**src/usart_ctrl_pkg.sv**
```systemverilog
package usart_ctrl_pkg;

    // Register addresses
    localparam logic [5:0] ADDR_STATUS = 6'h0b;
    localparam logic [5:0] ADDR_ENABLE = 6'h0a;
    localparam logic [5:0] ADDR_FORMAT = 6'h03;
    localparam logic [5:0] ADDR_BAUD_LO = 6'h09;
    localparam logic [5:0] ADDR_BAUD_HI = 6'h02;
    localparam logic [5:0] ADDR_DATA = 6'h0c;

    // Enable register bits
    localparam int EN_RXIE = 7;
    localparam int EN_TXIE = 6;
    localparam int EN_UEIE = 5;
    localparam int EN_RX = 4;
    localparam int EN_TX = 3;
    localparam int EN_SZ2 = 2;
    localparam int EN_RB8 = 1;
    localparam int EN_TB8 = 0;

    // Status register bits
    localparam int ST_RXD = 7;
    localparam int ST_TXD = 6;
    localparam int ST_UE = 5;
    localparam int ST_FE = 4;
    localparam int ST_OVR = 3;
    localparam int ST_PE = 2;

    localparam logic [7:0] FORMAT_RESET = 8'h06;
    localparam logic [7:0] ENABLE_RESET = 8'h00;
    localparam logic [3:0] BAUD_HI_MASK = 4'hf;

    typedef enum logic [1:0] {
        MODE_ASYNC = 2'h0,
        MODE_SYNC = 2'h1,
        MODE_RSVD = 2'h2,
        MODE_MSPI = 2'h3
    } operating_mode_t;

    typedef enum logic [1:0] {
        PAR_OFF = 2'h0,
        PAR_RSVD = 2'h1,
        PAR_EVEN = 2'h2,
        PAR_ODD = 2'h3
    } parity_mode_t;

    // Character sizes; 9 bits is code 7
    localparam logic [2:0] CSZ_9 = 3'h7;
    localparam logic [3:0] CSZ_BASE = 4'h5;
    localparam logic [3:0] CSZ_NINE = 4'h9;

    // Received character with its error flags
    typedef struct packed {
        logic [8:0] data;
        logic frame_err;
        logic parity_err;
    } rx_char_t;

    // Frame setting handed to the shifter
    typedef struct packed {
        operating_mode_t mode;
        parity_mode_t parity;
        logic two_stop;
        logic [3:0] data_bits;
        logic tx_change_falling;
        logic rx_sample_rising;
    } frame_cfg_t;

endpackage

```
**src/rx_char_buffer.sv**
```systemverilog
`timescale 1ns/10ps
`default_nettype none
module rx_char_buffer
    import usart_ctrl_pkg::*;
#(
    parameter int DEPTH = 2
)
(
    input wire logic sys_clk, // System clock
    input wire logic rst, // Async reset
    input wire logic flush, // Drop all entries
    input wire logic push, // Store a character
    input wire rx_char_t push_char, // Character to store
    input wire logic pop, // Release the head
    output rx_char_t head_r, // Head entry, registered
    output logic not_empty_r, // At least one entry
    output logic full // No room left
);

    localparam int AW = $clog2(DEPTH + 1);

    rx_char_t mem_r [DEPTH];
    logic [AW-1:0] count_r;
    logic do_push;
    logic do_pop;

    assign full = (count_r == AW'(DEPTH));
    assign do_push = push && (!full || pop);
    assign do_pop = pop && (count_r != '0);

    // Shift-down store keeps the head always at entry 0
    genvar g;
    generate
        for (g = 0; g < DEPTH; g++)
        begin : g_ent
            always_ff @(posedge sys_clk or posedge rst)
            begin
                if (rst)
                    mem_r[g] <= '0;
                else if (do_push && (AW'(g) == (count_r - AW'(do_pop))))
                    mem_r[g] <= push_char;
                else if (do_pop && (g < DEPTH - 1))
                    mem_r[g] <= mem_r[(g < DEPTH - 1) ? g + 1 : g];
            end
        end
    endgenerate

    always_ff @(posedge sys_clk or posedge rst)
    begin
        if (rst)
            count_r <= '0;
        else if (flush)
            count_r <= '0;
        else
            count_r <= count_r + AW'(do_push) - AW'(do_pop);
    end

    always_ff @(posedge sys_clk or posedge rst)
    begin
        if (rst)
            head_r <= '0;
        else if (do_pop && count_r > AW'(1))
            head_r <= mem_r[1 % DEPTH];
        else if (do_push && (count_r == '0 || (do_pop && count_r == AW'(1))))
            head_r <= push_char;
    end

    always_ff @(posedge sys_clk or posedge rst)
    begin
        if (rst)
            not_empty_r <= 1'b0;
        else if (flush)
            not_empty_r <= 1'b0;
        else
            not_empty_r <= (count_r + AW'(do_push) - AW'(do_pop)) != '0;
    end

endmodule
`default_nettype wire

```
**src/parity_calc.sv**
```systemverilog
`timescale 1ns/10ps
`default_nettype none
module parity_calc
    import usart_ctrl_pkg::*;
(
    input wire logic [8:0] data, // Data bits, unused upper bits zero
    input wire parity_mode_t mode, // Parity mode
    output logic parity // Bit to send or expect
);

    // Odd parity inverts the even sum
    assign parity = (^data) ^ (mode == PAR_ODD);

endmodule
`default_nettype wire

```
**src/usart_ctrl.sv**
```systemverilog
`timescale 1ns/10ps
`default_nettype none
module usart_ctrl
    import usart_ctrl_pkg::*;
#(
    parameter int RX_DEPTH = 2
)
(
    input wire logic sys_clk, // System clock, 25 MHz
    input wire logic rst, // Async reset, active high
    input wire logic [5:0] io_addr, // CPU I/O register address
    input wire logic io_wr, // Register write strobe
    input wire logic io_rd, // Register read strobe
    input wire logic [7:0] io_wdata, // Write data
    output logic [7:0] io_rdata, // Read data, registered
    input wire logic global_irq_enable, // CPU global interrupt flag
    input wire logic rx_done_irq_ack, // Receive-complete vector taken
    input wire logic tx_done_irq_ack, // Transmit-complete vector taken
    input wire logic buffer_empty_irq_ack, // Data-empty vector taken
    output logic rx_done_irq, // Receive-complete request
    output logic tx_done_irq, // Transmit-complete request
    output logic buffer_empty_irq, // Data-empty request
    output frame_cfg_t frame_cfg, // Frame settings to shifter
    output logic [11:0] baud_divisor, // Baud divisor to prescaler
    output logic baud_reload, // One-cycle prescaler reload
    output logic rx_pin_override, // Receiver owns RxD
    output logic tx_pin_override, // Transmitter owns TxD
    input wire logic tx_load_ready, // Shifter accepts next character
    output logic tx_load, // Hand character to shifter
    output logic [8:0] tx_char, // Character with parity source
    output logic tx_parity, // Parity bit to append
    input wire logic tx_shift_busy, // Shift register holds a frame
    input wire logic tx_frame_end, // Last stop bit sent
    input wire logic rx_char_valid, // Received character pulse
    input wire logic [8:0] rx_char_data, // Received data bits
    input wire logic rx_stop_bit, // First stop bit value
    input wire logic rx_parity_bit, // Received parity bit
    input wire logic rx_start_seen // New start bit detected
);

    // ------------------------------------------------------------
    // Control registers
    // ------------------------------------------------------------
    logic [7:0] enable_r;
    logic [7:0] format_r;
    logic [3:0] baud_hi_r;
    logic [7:0] baud_lo_r;
    logic tx_active_r;
    logic [8:0] tx_buf_r;
    logic tx_buf_full_r;
    logic tx_done_r;
    logic overrun_r;
    logic rx_pending_r;
    logic wr_enable;
    logic wr_format;
    logic rd_data;
    logic wr_data;
    logic [8:0] rx_masked;
    logic [8:0] tx_masked;
    logic rx_par_exp;
    logic [2:0] csz;
    rx_char_t rx_in;
    rx_char_t rx_head;
    logic rx_not_empty;
    logic rx_full;

    assign wr_enable = io_wr && (io_addr == ADDR_ENABLE);
    assign wr_format = io_wr && (io_addr == ADDR_FORMAT);
    assign rd_data = io_rd && (io_addr == ADDR_DATA);
    assign wr_data = io_wr && (io_addr == ADDR_DATA);

    always_ff @(posedge sys_clk or posedge rst)
    begin
        if (rst)
            enable_r <= ENABLE_RESET;
        else if (wr_enable)
            enable_r <= {io_wdata[7:2], 1'b0, io_wdata[EN_TB8]};
    end

    // Disabling the transmitter waits for buffer and shifter to drain
    always_ff @(posedge sys_clk or posedge rst)
    begin
        if (rst)
            tx_active_r <= 1'b0;
        else if (enable_r[EN_TX])
            tx_active_r <= 1'b1;
        else if (!tx_buf_full_r && !tx_shift_busy && !tx_load)
            tx_active_r <= 1'b0;
    end

    assign tx_pin_override = tx_active_r;
    assign rx_pin_override = enable_r[EN_RX];

    // Upper mode bit is read-only
    always_ff @(posedge sys_clk or posedge rst)
    begin
        if (rst)
            format_r <= FORMAT_RESET;
        else if (wr_format)
            format_r <= {format_r[7], io_wdata[6:0]};
    end

    // ------------------------------------------------------------
    // Baud divisor
    // ------------------------------------------------------------
    always_ff @(posedge sys_clk or posedge rst)
    begin
        if (rst)
            baud_hi_r <= '0;
        else if (io_wr && io_addr == ADDR_BAUD_HI)
            baud_hi_r <= io_wdata[3:0] & BAUD_HI_MASK;
    end

    always_ff @(posedge sys_clk or posedge rst)
    begin
        if (rst)
            baud_lo_r <= '0;
        else if (io_wr && io_addr == ADDR_BAUD_LO)
            baud_lo_r <= io_wdata;
    end

    always_ff @(posedge sys_clk or posedge rst)
    begin
        if (rst)
            baud_reload <= 1'b0;
        else
            baud_reload <= io_wr && (io_addr == ADDR_BAUD_LO);
    end

    assign baud_divisor = {baud_hi_r, baud_lo_r};

    // ------------------------------------------------------------
    // Frame settings
    // ------------------------------------------------------------
    assign csz = {enable_r[EN_SZ2], format_r[2:1]};

    always_comb
    begin
        frame_cfg.mode = operating_mode_t'(format_r[7:6]);
        frame_cfg.parity = parity_mode_t'(format_r[5:4]);
        frame_cfg.two_stop = format_r[3];
        if (csz == CSZ_9)
            frame_cfg.data_bits = CSZ_NINE;
        else if (!csz[2])
            frame_cfg.data_bits = CSZ_BASE + {2'h0, csz[1:0]};
        else
            frame_cfg.data_bits = CSZ_BASE + 4'h3;
        // Polarity only matters in synchronous mode
        frame_cfg.tx_change_falling = format_r[0] && (format_r[7:6] == MODE_SYNC);
        frame_cfg.rx_sample_rising = format_r[0] && (format_r[7:6] == MODE_SYNC);
    end

    // ------------------------------------------------------------
    // Transmit buffer
    // ------------------------------------------------------------
    // Writes while the buffer is full are ignored
    always_ff @(posedge sys_clk or posedge rst)
    begin
        if (rst)
            tx_buf_r <= '0;
        else if (wr_data && !tx_buf_full_r)
            tx_buf_r <= {enable_r[EN_TB8], io_wdata};
    end

    always_ff @(posedge sys_clk or posedge rst)
    begin
        if (rst)
            tx_buf_full_r <= 1'b0;
        else if (wr_data && !tx_buf_full_r)
            tx_buf_full_r <= 1'b1;
        else if (tx_load)
            tx_buf_full_r <= 1'b0;
    end

    assign tx_load = tx_buf_full_r && tx_active_r && tx_load_ready;
    assign tx_char = tx_buf_r;
    assign tx_masked = tx_buf_r & ~(9'h1ff << frame_cfg.data_bits);

    parity_calc u_tx_par (
        .data(tx_masked),
        .mode(parity_mode_t'(format_r[5:4])),
        .parity(tx_parity)
    );

    // Set wins over a same-cycle clear
    always_ff @(posedge sys_clk or posedge rst)
    begin
        if (rst)
            tx_done_r <= 1'b0;
        else if (tx_frame_end && !tx_buf_full_r)
            tx_done_r <= 1'b1;
        else if (tx_done_irq_ack)
            tx_done_r <= 1'b0;
        else if (io_wr && io_addr == ADDR_STATUS && io_wdata[ST_TXD])
            tx_done_r <= 1'b0;
    end

    // ------------------------------------------------------------
    // Receive buffer
    // ------------------------------------------------------------
    always_comb
    begin
        rx_masked = '0;
        for (int i = 0; i < 9; i++)
            rx_masked[i] = rx_char_data[i] && (4'(i) < frame_cfg.data_bits);
    end

    parity_calc u_rx_par (
        .data(rx_masked),
        .mode(parity_mode_t'(format_r[5:4])),
        .parity(rx_par_exp)
    );

    always_comb
    begin
        rx_in.data = rx_masked;
        rx_in.frame_err = !rx_stop_bit;
        rx_in.parity_err = format_r[5] && (rx_par_exp != rx_parity_bit);
    end

    rx_char_buffer #(
        .DEPTH(RX_DEPTH)
    ) u_rx_buf (
        .sys_clk(sys_clk),
        .rst(rst),
        .flush(!enable_r[EN_RX]),
        .push(rx_char_valid && enable_r[EN_RX]),
        .push_char(rx_in),
        .pop(rd_data),
        .head_r(rx_head),
        .not_empty_r(rx_not_empty),
        .full(rx_full)
    );

    // A character waits in the shifter once the buffer is full
    always_ff @(posedge sys_clk or posedge rst)
    begin
        if (rst)
            rx_pending_r <= 1'b0;
        else if (!enable_r[EN_RX] || rd_data)
            rx_pending_r <= 1'b0;
        else if (rx_char_valid && rx_full)
            rx_pending_r <= 1'b1;
    end

    always_ff @(posedge sys_clk or posedge rst)
    begin
        if (rst)
            overrun_r <= 1'b0;
        else if (rx_pending_r && rx_full && rx_start_seen && enable_r[EN_RX])
            overrun_r <= 1'b1;
        else if (rd_data || !enable_r[EN_RX])
            overrun_r <= 1'b0;
    end

    // ------------------------------------------------------------
    // Interrupt requests
    // ------------------------------------------------------------
    assign rx_done_irq = enable_r[EN_RXIE] && global_irq_enable && rx_not_empty;
    assign tx_done_irq = enable_r[EN_TXIE] && global_irq_enable && tx_done_r;
    assign buffer_empty_irq = enable_r[EN_UEIE] && global_irq_enable && !tx_buf_full_r;

    // ------------------------------------------------------------
    // Read port
    // ------------------------------------------------------------
    always_ff @(posedge sys_clk or posedge rst)
    begin
        if (rst)
            io_rdata <= '0;
        else if (io_rd)
        begin
            unique case (io_addr)
                ADDR_STATUS: io_rdata <= {rx_not_empty, tx_done_r, !tx_buf_full_r,
                                          rx_not_empty && rx_head.frame_err, overrun_r,
                                          rx_not_empty && rx_head.parity_err, 2'h0};
                ADDR_ENABLE: io_rdata <= {enable_r[7:2], rx_head.data[8], enable_r[EN_TB8]};
                ADDR_FORMAT: io_rdata <= format_r;
                ADDR_BAUD_HI: io_rdata <= {4'h0, baud_hi_r};
                ADDR_BAUD_LO: io_rdata <= baud_lo_r;
                ADDR_DATA: io_rdata <= rx_head.data[7:0];
                default: io_rdata <= '0;
            endcase
        end
    end

endmodule
`default_nettype wire

```
**config.mk**
```make
export PLATFORM = sky130hd
export DESIGN_NAME = usart_ctrl
export DESIGN_NICKNAME = d
export VERILOG_FILES = /design/src/usart_ctrl_pkg.sv /design/src/rx_char_buffer.sv /design/src/parity_calc.sv /design/src/usart_ctrl.sv
export SDC_FILE = /design/constraint.sdc
export NUM_CORES = 1
export LEC_CHECK = 0
export ABC_CLOCK_PERIOD_IN_PS = 5850
export BUFFER_PORTS_ARGS = -buffer_cell sky130_fd_sc_hd__buf_2
export CORE_MARGIN = 8
export CORE_UTILIZATION = 58
export CTS_CLUSTER_DIAMETER = 200
export CTS_CLUSTER_SIZE = 12
export DETAILED_ROUTE_END_ITERATION = 12
export PLACE_DENSITY = 0.95
export SYNTH_ARGS = -nofsm -noshare
export SYNTH_HDL_FRONTEND = slang
export SYNTH_SLANG_ARGS = --single-unit
```
**constraint.sdc**
```tcl
create_clock -name sys_clk -period 5.85 [get_ports sys_clk]
set_input_delay 0.2925 -clock sys_clk [delete_from_list [all_inputs] [get_ports sys_clk]]
set_output_delay 0.2925 -clock sys_clk [all_outputs]
set_load 0.02 [all_outputs]
```
==> impl_metrics.xml <==
<?xml version="1.0" encoding="UTF-8"?>
<metrics>
  <group name="outcome">
    <metric name="run_status" unit="">finished, final reports clean</metric>
  </group>
  <group name="synthesis">
    <metric name="synth_fa_ha_area_share" unit="%">0.9849</metric>
    <metric name="ys_warn_count" unit="">0</metric>
    <metric name="gate_count_after_technology_mapping" unit="">365</metric>
    <metric name="synth_compound_gate_area_share" unit="%">11.59</metric>
    <metric name="async_reset_ff_share" unit="%">100.0</metric>
    <metric name="synthesis.area" unit="sq um">3811</metric>
    <metric name="yosys.cell_types.count" unit="">52</metric>
    <metric name="netlist.top_cell.by_area" unit="">sky130_fd_sc_hd__dfrtp_1</metric>
    <metric name="synth_xor_area_share" unit="%">4.366</metric>
    <metric name="ys_ff_latch" unit="">74</metric>
    <metric name="combinational_family_with_the_most_area_after_synthesis" unit="">simple AND/OR/NAND/NOR gates</metric>
    <metric name="seq_area_frac_synth" unit="%">48.65</metric>
    <metric name="synth_simple_gate_area_share" unit="%">15.53</metric>
    <metric name="synth_area_per_cell" unit="sq um">10.44</metric>
    <metric name="netlist.area_leader.share" unit="%">47.28</metric>
    <metric name="postSynthNetCount" unit="">406</metric>
    <metric name="synth_enable_flop_cells" unit="">0</metric>
    <metric name="synth-main-ff-cell" unit="">sky130_fd_sc_hd__dfrtp_1</metric>
    <metric name="synth.area.mux_share" unit="%">13.89</metric>
    <metric name="yosys-top-cells-area" unit="">sky130_fd_sc_hd__dfrtp_1, sky130_fd_sc_hd__mux2_2, sky130_fd_sc_hd__nand2_1, sky130_fd_sc_hd__xnor2_1, sky130_fd_sc_hd__o21ai_0</metric>
  </group>
  <group name="sta">
    <metric name="clock_skew" unit="ps">9.943</metric>
    <metric name="worst-slew-pin-transition" unit="ps">987.8</metric>
    <metric name="aggregate_negative_setup_slack" unit="ps">0</metric>
    <metric name="grt_setup_unrepaired" unit="">no</metric>
    <metric name="hold_violations" unit="">0</metric>
    <metric name="finalCriticalPeriod" unit="ps">3288</metric>
    <metric name="fmax" unit="MHz">304.1</metric>
    <metric name="finalSetupViolCount" unit="">0</metric>
    <metric name="max_slew_margin" unit="%">33.79</metric>
    <metric name="slew_violations" unit="">0</metric>
    <metric name="finalCritPeriodShare" unit="%">56.20</metric>
  </group>
  <group name="routing">
    <metric name="wl_per_cell" unit="um">19.18</metric>
    <metric name="first_pass_iters" unit="">5</metric>
    <metric name="ant_nets" unit="">0</metric>
    <metric name="vias" unit="">3157</metric>
    <metric name="dr.first_iter.drc_count" unit="">274</metric>
    <metric name="routed_wl" unit="um">10010</metric>
    <metric name="route.detailed.drc" unit="">0</metric>
    <metric name="via_per_inst" unit="">6.048</metric>
  </group>
  <group name="finish">
    <metric name="diodes" unit="">0</metric>
    <metric name="final_common_cell" unit="">sky130_fd_sc_hd__buf_2</metric>
    <metric name="nNetsFinal" unit="">481</metric>
    <metric name="layout_common_cells" unit="">sky130_fd_sc_hd__buf_2, sky130_fd_sc_hd__dfrtp_1, sky130_fd_sc_hd__nand2_1</metric>
    <metric name="final_area" unit="sq um">4422</metric>
    <metric name="final.fill_count" unit="">448</metric>
    <metric name="relative_area_change_from_synthesis_to_final_layout" unit="%">16.02</metric>
    <metric name="final_util" unit="%">69.64</metric>
    <metric name="final_layout_size_suffix_gt1_share" unit="%">33.71</metric>
  </group>
  <group name="clocking">
    <metric name="cts_hold_bufs" unit="">0</metric>
    <metric name="clock_tree.buffer_depth" unit="">2</metric>
    <metric name="cts.clk_slew.worst_paths" unit="ps">80</metric>
    <metric name="clock_tree_from_tritoncts" unit="">yes</metric>
    <metric name="post_cts.resized_instances" unit="">0</metric>
    <metric name="post_cts.repair.setup_buffers" unit="">0</metric>
    <metric name="numCtsBuffers" unit="">9</metric>
    <metric name="h-tree-depth" unit="">3</metric>
    <metric name="clock_insertion_delay_worst_skew" unit="ps">360</metric>
    <metric name="root_buffer" unit="">sky130_fd_sc_hd__clkbuf_8</metric>
    <metric name="cts.sink_count" unit="">74</metric>
  </group>
  <group name="global_route">
    <metric name="grt-ovfl-total" unit="">0</metric>
    <metric name="groute.usage.overall" unit="%">21.25</metric>
    <metric name="first_pass_grt_wire_length" unit="um">16300</metric>
    <metric name="first_global_vias" unit="">3286</metric>
    <metric name="grt_max_degree" unit="">75</metric>
    <metric name="grt_antenna_before_repair" unit="">0</metric>
  </group>
  <group name="floorplan">
    <metric name="floorplan.rows" unit="">29</metric>
    <metric name="die_height" unit="um">97.06</metric>
    <metric name="initial_standard_cell_utilization_of_the_core" unit="%">60.02</metric>
    <metric name="io_pins" unit="">86</metric>
    <metric name="total_die_area" unit="sq um">9421</metric>
    <metric name="floorplan.core_area" unit="sq um">6350</metric>
    <metric name="die_width" unit="um">97.06</metric>
  </group>
  <group name="worst_setup_path">
    <metric name="critical_path_maximum_fanout" unit="">14</metric>
    <metric name="endpoint_kind" unit="">register</metric>
    <metric name="timing.critical_path.required" unit="ps">6100</metric>
    <metric name="cp-start-kind" unit="">input pin</metric>
    <metric name="timing.critical_path.arrival" unit="ps">3540</metric>
    <metric name="criticalPathCategory" unit="">in2reg</metric>
  </group>
  <group name="power">
    <metric name="cellLeakagePower" unit="uW">0.002246</metric>
    <metric name="worst_ir_drop_vdd" unit="uV">315.6</metric>
    <metric name="power.density" unit="nW/um^2">310.3</metric>
  </group>
  <group name="place">
    <metric name="place_congestion" unit="">0.9423</metric>
    <metric name="place.detailed.hpwl" unit="um">7394</metric>
    <metric name="number_of_buffers_inserted_by_port_buffering" unit="">82</metric>
    <metric name="placedInstanceArea" unit="sq um">4214</metric>
  </group>
  <group name="flow_run">
    <metric name="max_cap_violations" unit="">0</metric>
  </group>
  <group name="worst_hold_path">
    <metric name="hp-class" unit="">in2reg</metric>
  </group>
</metrics>
-- power breakdown --
| part | internal (uW) | switching (uW) | leakage, uW | total [uW] |
|---|---|---|---|---|
| clock network | 205 | 213 | 0.000103 | 418 |
| logic | 128 | 183 | 0.00117 | 312 |
| registers | 579 | 63.5 | 0.000971 | 642 |
-- logic make-up after synthesis --
| group | after synthesis |
|---|---|
| xor+xnor | 19 |
| simple gates | 116 |
| other cells | 1 |
| mux | 47 |
| compound gates | 66 |
| flops | 74 |
| fa+ha+maj | 3 |
| buf+inv | 39 |
-- routing by layer --
metal | track usage (%) | vias to the layer above | share of wire [%]
li1 | - | 1420 | -
met1 | 25.54 | 1540 | 41
met2 | 33.85 | 174 | 48
met3 | 7.326 | 23 | 8.7
met4 | 8.876 | 0 | 2.6
met5 | 0 | - | 0
-- registers in the layout, summed over array words and instances, names as in the netlist, 2 cells and up --
signal            flops
u_rx_buf.head_r      11
u_rx_buf.mem_r       11
tx_char               9
baud_lo_r             8
io_rdata              8
enable_r              7
format_r              7
baud_hi_r             4
u_rx_buf.count_r      2
-- cell usage after synthesis, types with 2 or more instances --
master / number
sky130_fd_sc_hd__a21oi_1: 12
sky130_fd_sc_hd__a221oi_1: 6
sky130_fd_sc_hd__a22oi_1: 8
sky130_fd_sc_hd__a31oi_1: 2
sky130_fd_sc_hd__and2_1: 4
sky130_fd_sc_hd__and3_1: 9
sky130_fd_sc_hd__and3b_1: 2
sky130_fd_sc_hd__buf_2: 2
sky130_fd_sc_hd__buf_4: 6
sky130_fd_sc_hd__buf_6: 2
sky130_fd_sc_hd__clkbuf_1: 8
sky130_fd_sc_hd__dfrtp_1: 72
sky130_fd_sc_hd__dfstp_2: 2
sky130_fd_sc_hd__ha_1: 3
sky130_fd_sc_hd__inv_1: 19
sky130_fd_sc_hd__mux2_1: 2
sky130_fd_sc_hd__mux2_2: 35
sky130_fd_sc_hd__mux2i_1: 9
sky130_fd_sc_hd__nand2_1: 53
sky130_fd_sc_hd__nand2b_1: 2
sky130_fd_sc_hd__nand3_1: 7
sky130_fd_sc_hd__nand4_1: 6
sky130_fd_sc_hd__nor2_1: 11
sky130_fd_sc_hd__nor2b_1: 5
sky130_fd_sc_hd__nor3_1: 2
sky130_fd_sc_hd__o21ai_0: 24
sky130_fd_sc_hd__o22ai_1: 7
sky130_fd_sc_hd__or2_2: 4
sky130_fd_sc_hd__xnor2_1: 14
sky130_fd_sc_hd__xor2_1: 5
-- per-stage QoR --
stage	instances	power, uW	setup slack (ps)	hold slack (ps)
final	522	1372	2562	119.6
after CTS	522	1372	2602	119.7
after detailed placement	506	959.2	2239	473.4
after global routing	522	1431	2416	122.5
after global placement	506	941.8	2404	467.2
after floorplan	365	850.9	3574	377.2
-- worst max-delay path: stages --
cell and delay, ps:
sky130_fd_sc_hd__buf_2 190, sky130_fd_sc_hd__nand4bb_1 270, sky130_fd_sc_hd__nor3_2 780, sky130_fd_sc_hd__nand2_2 220, sky130_fd_sc_hd__nor2_1 180, sky130_fd_sc_hd__ha_1 190
sky130_fd_sc_hd__xor2_1 120, sky130_fd_sc_hd__a2111oi_4 870, sky130_fd_sc_hd__mux2_2 410
-- cell type report --
cell class                 count  area (sq um)  share of cell area, %
inverter                      20         75.07                  1.698
multi-input combinational    252          1770                  40.04
clock buffer                   9         123.9                  2.801
tap                           77         96.34                  2.179
sequential                    74          1854                  41.94
timing repair buffer          83         417.9                  9.451
clock inverter                 7         83.83                  1.896
-- worst paths after layout --
kind	from	to	slack, ps	cells past startpoint
setup / recovery	io_addr[1]	u_rx_buf.mem_r[6]	2560	9
hold / removal	rx_stop_bit	u_rx_buf.mem_r[1]	120	2
setup reg to reg	u_rx_buf.count_r[1]	u_rx_buf.mem_r[6]	3360	6
hold reg to reg	u_rx_buf.head_r[2]	u_rx_buf.head_r[2]	500	2
max in group asynchronous	rst	tx_char[7]	5060	3
min in group asynchronous	rst	u_rx_buf.mem_r[5]	190	3
(Power assumes the default switching activity.)
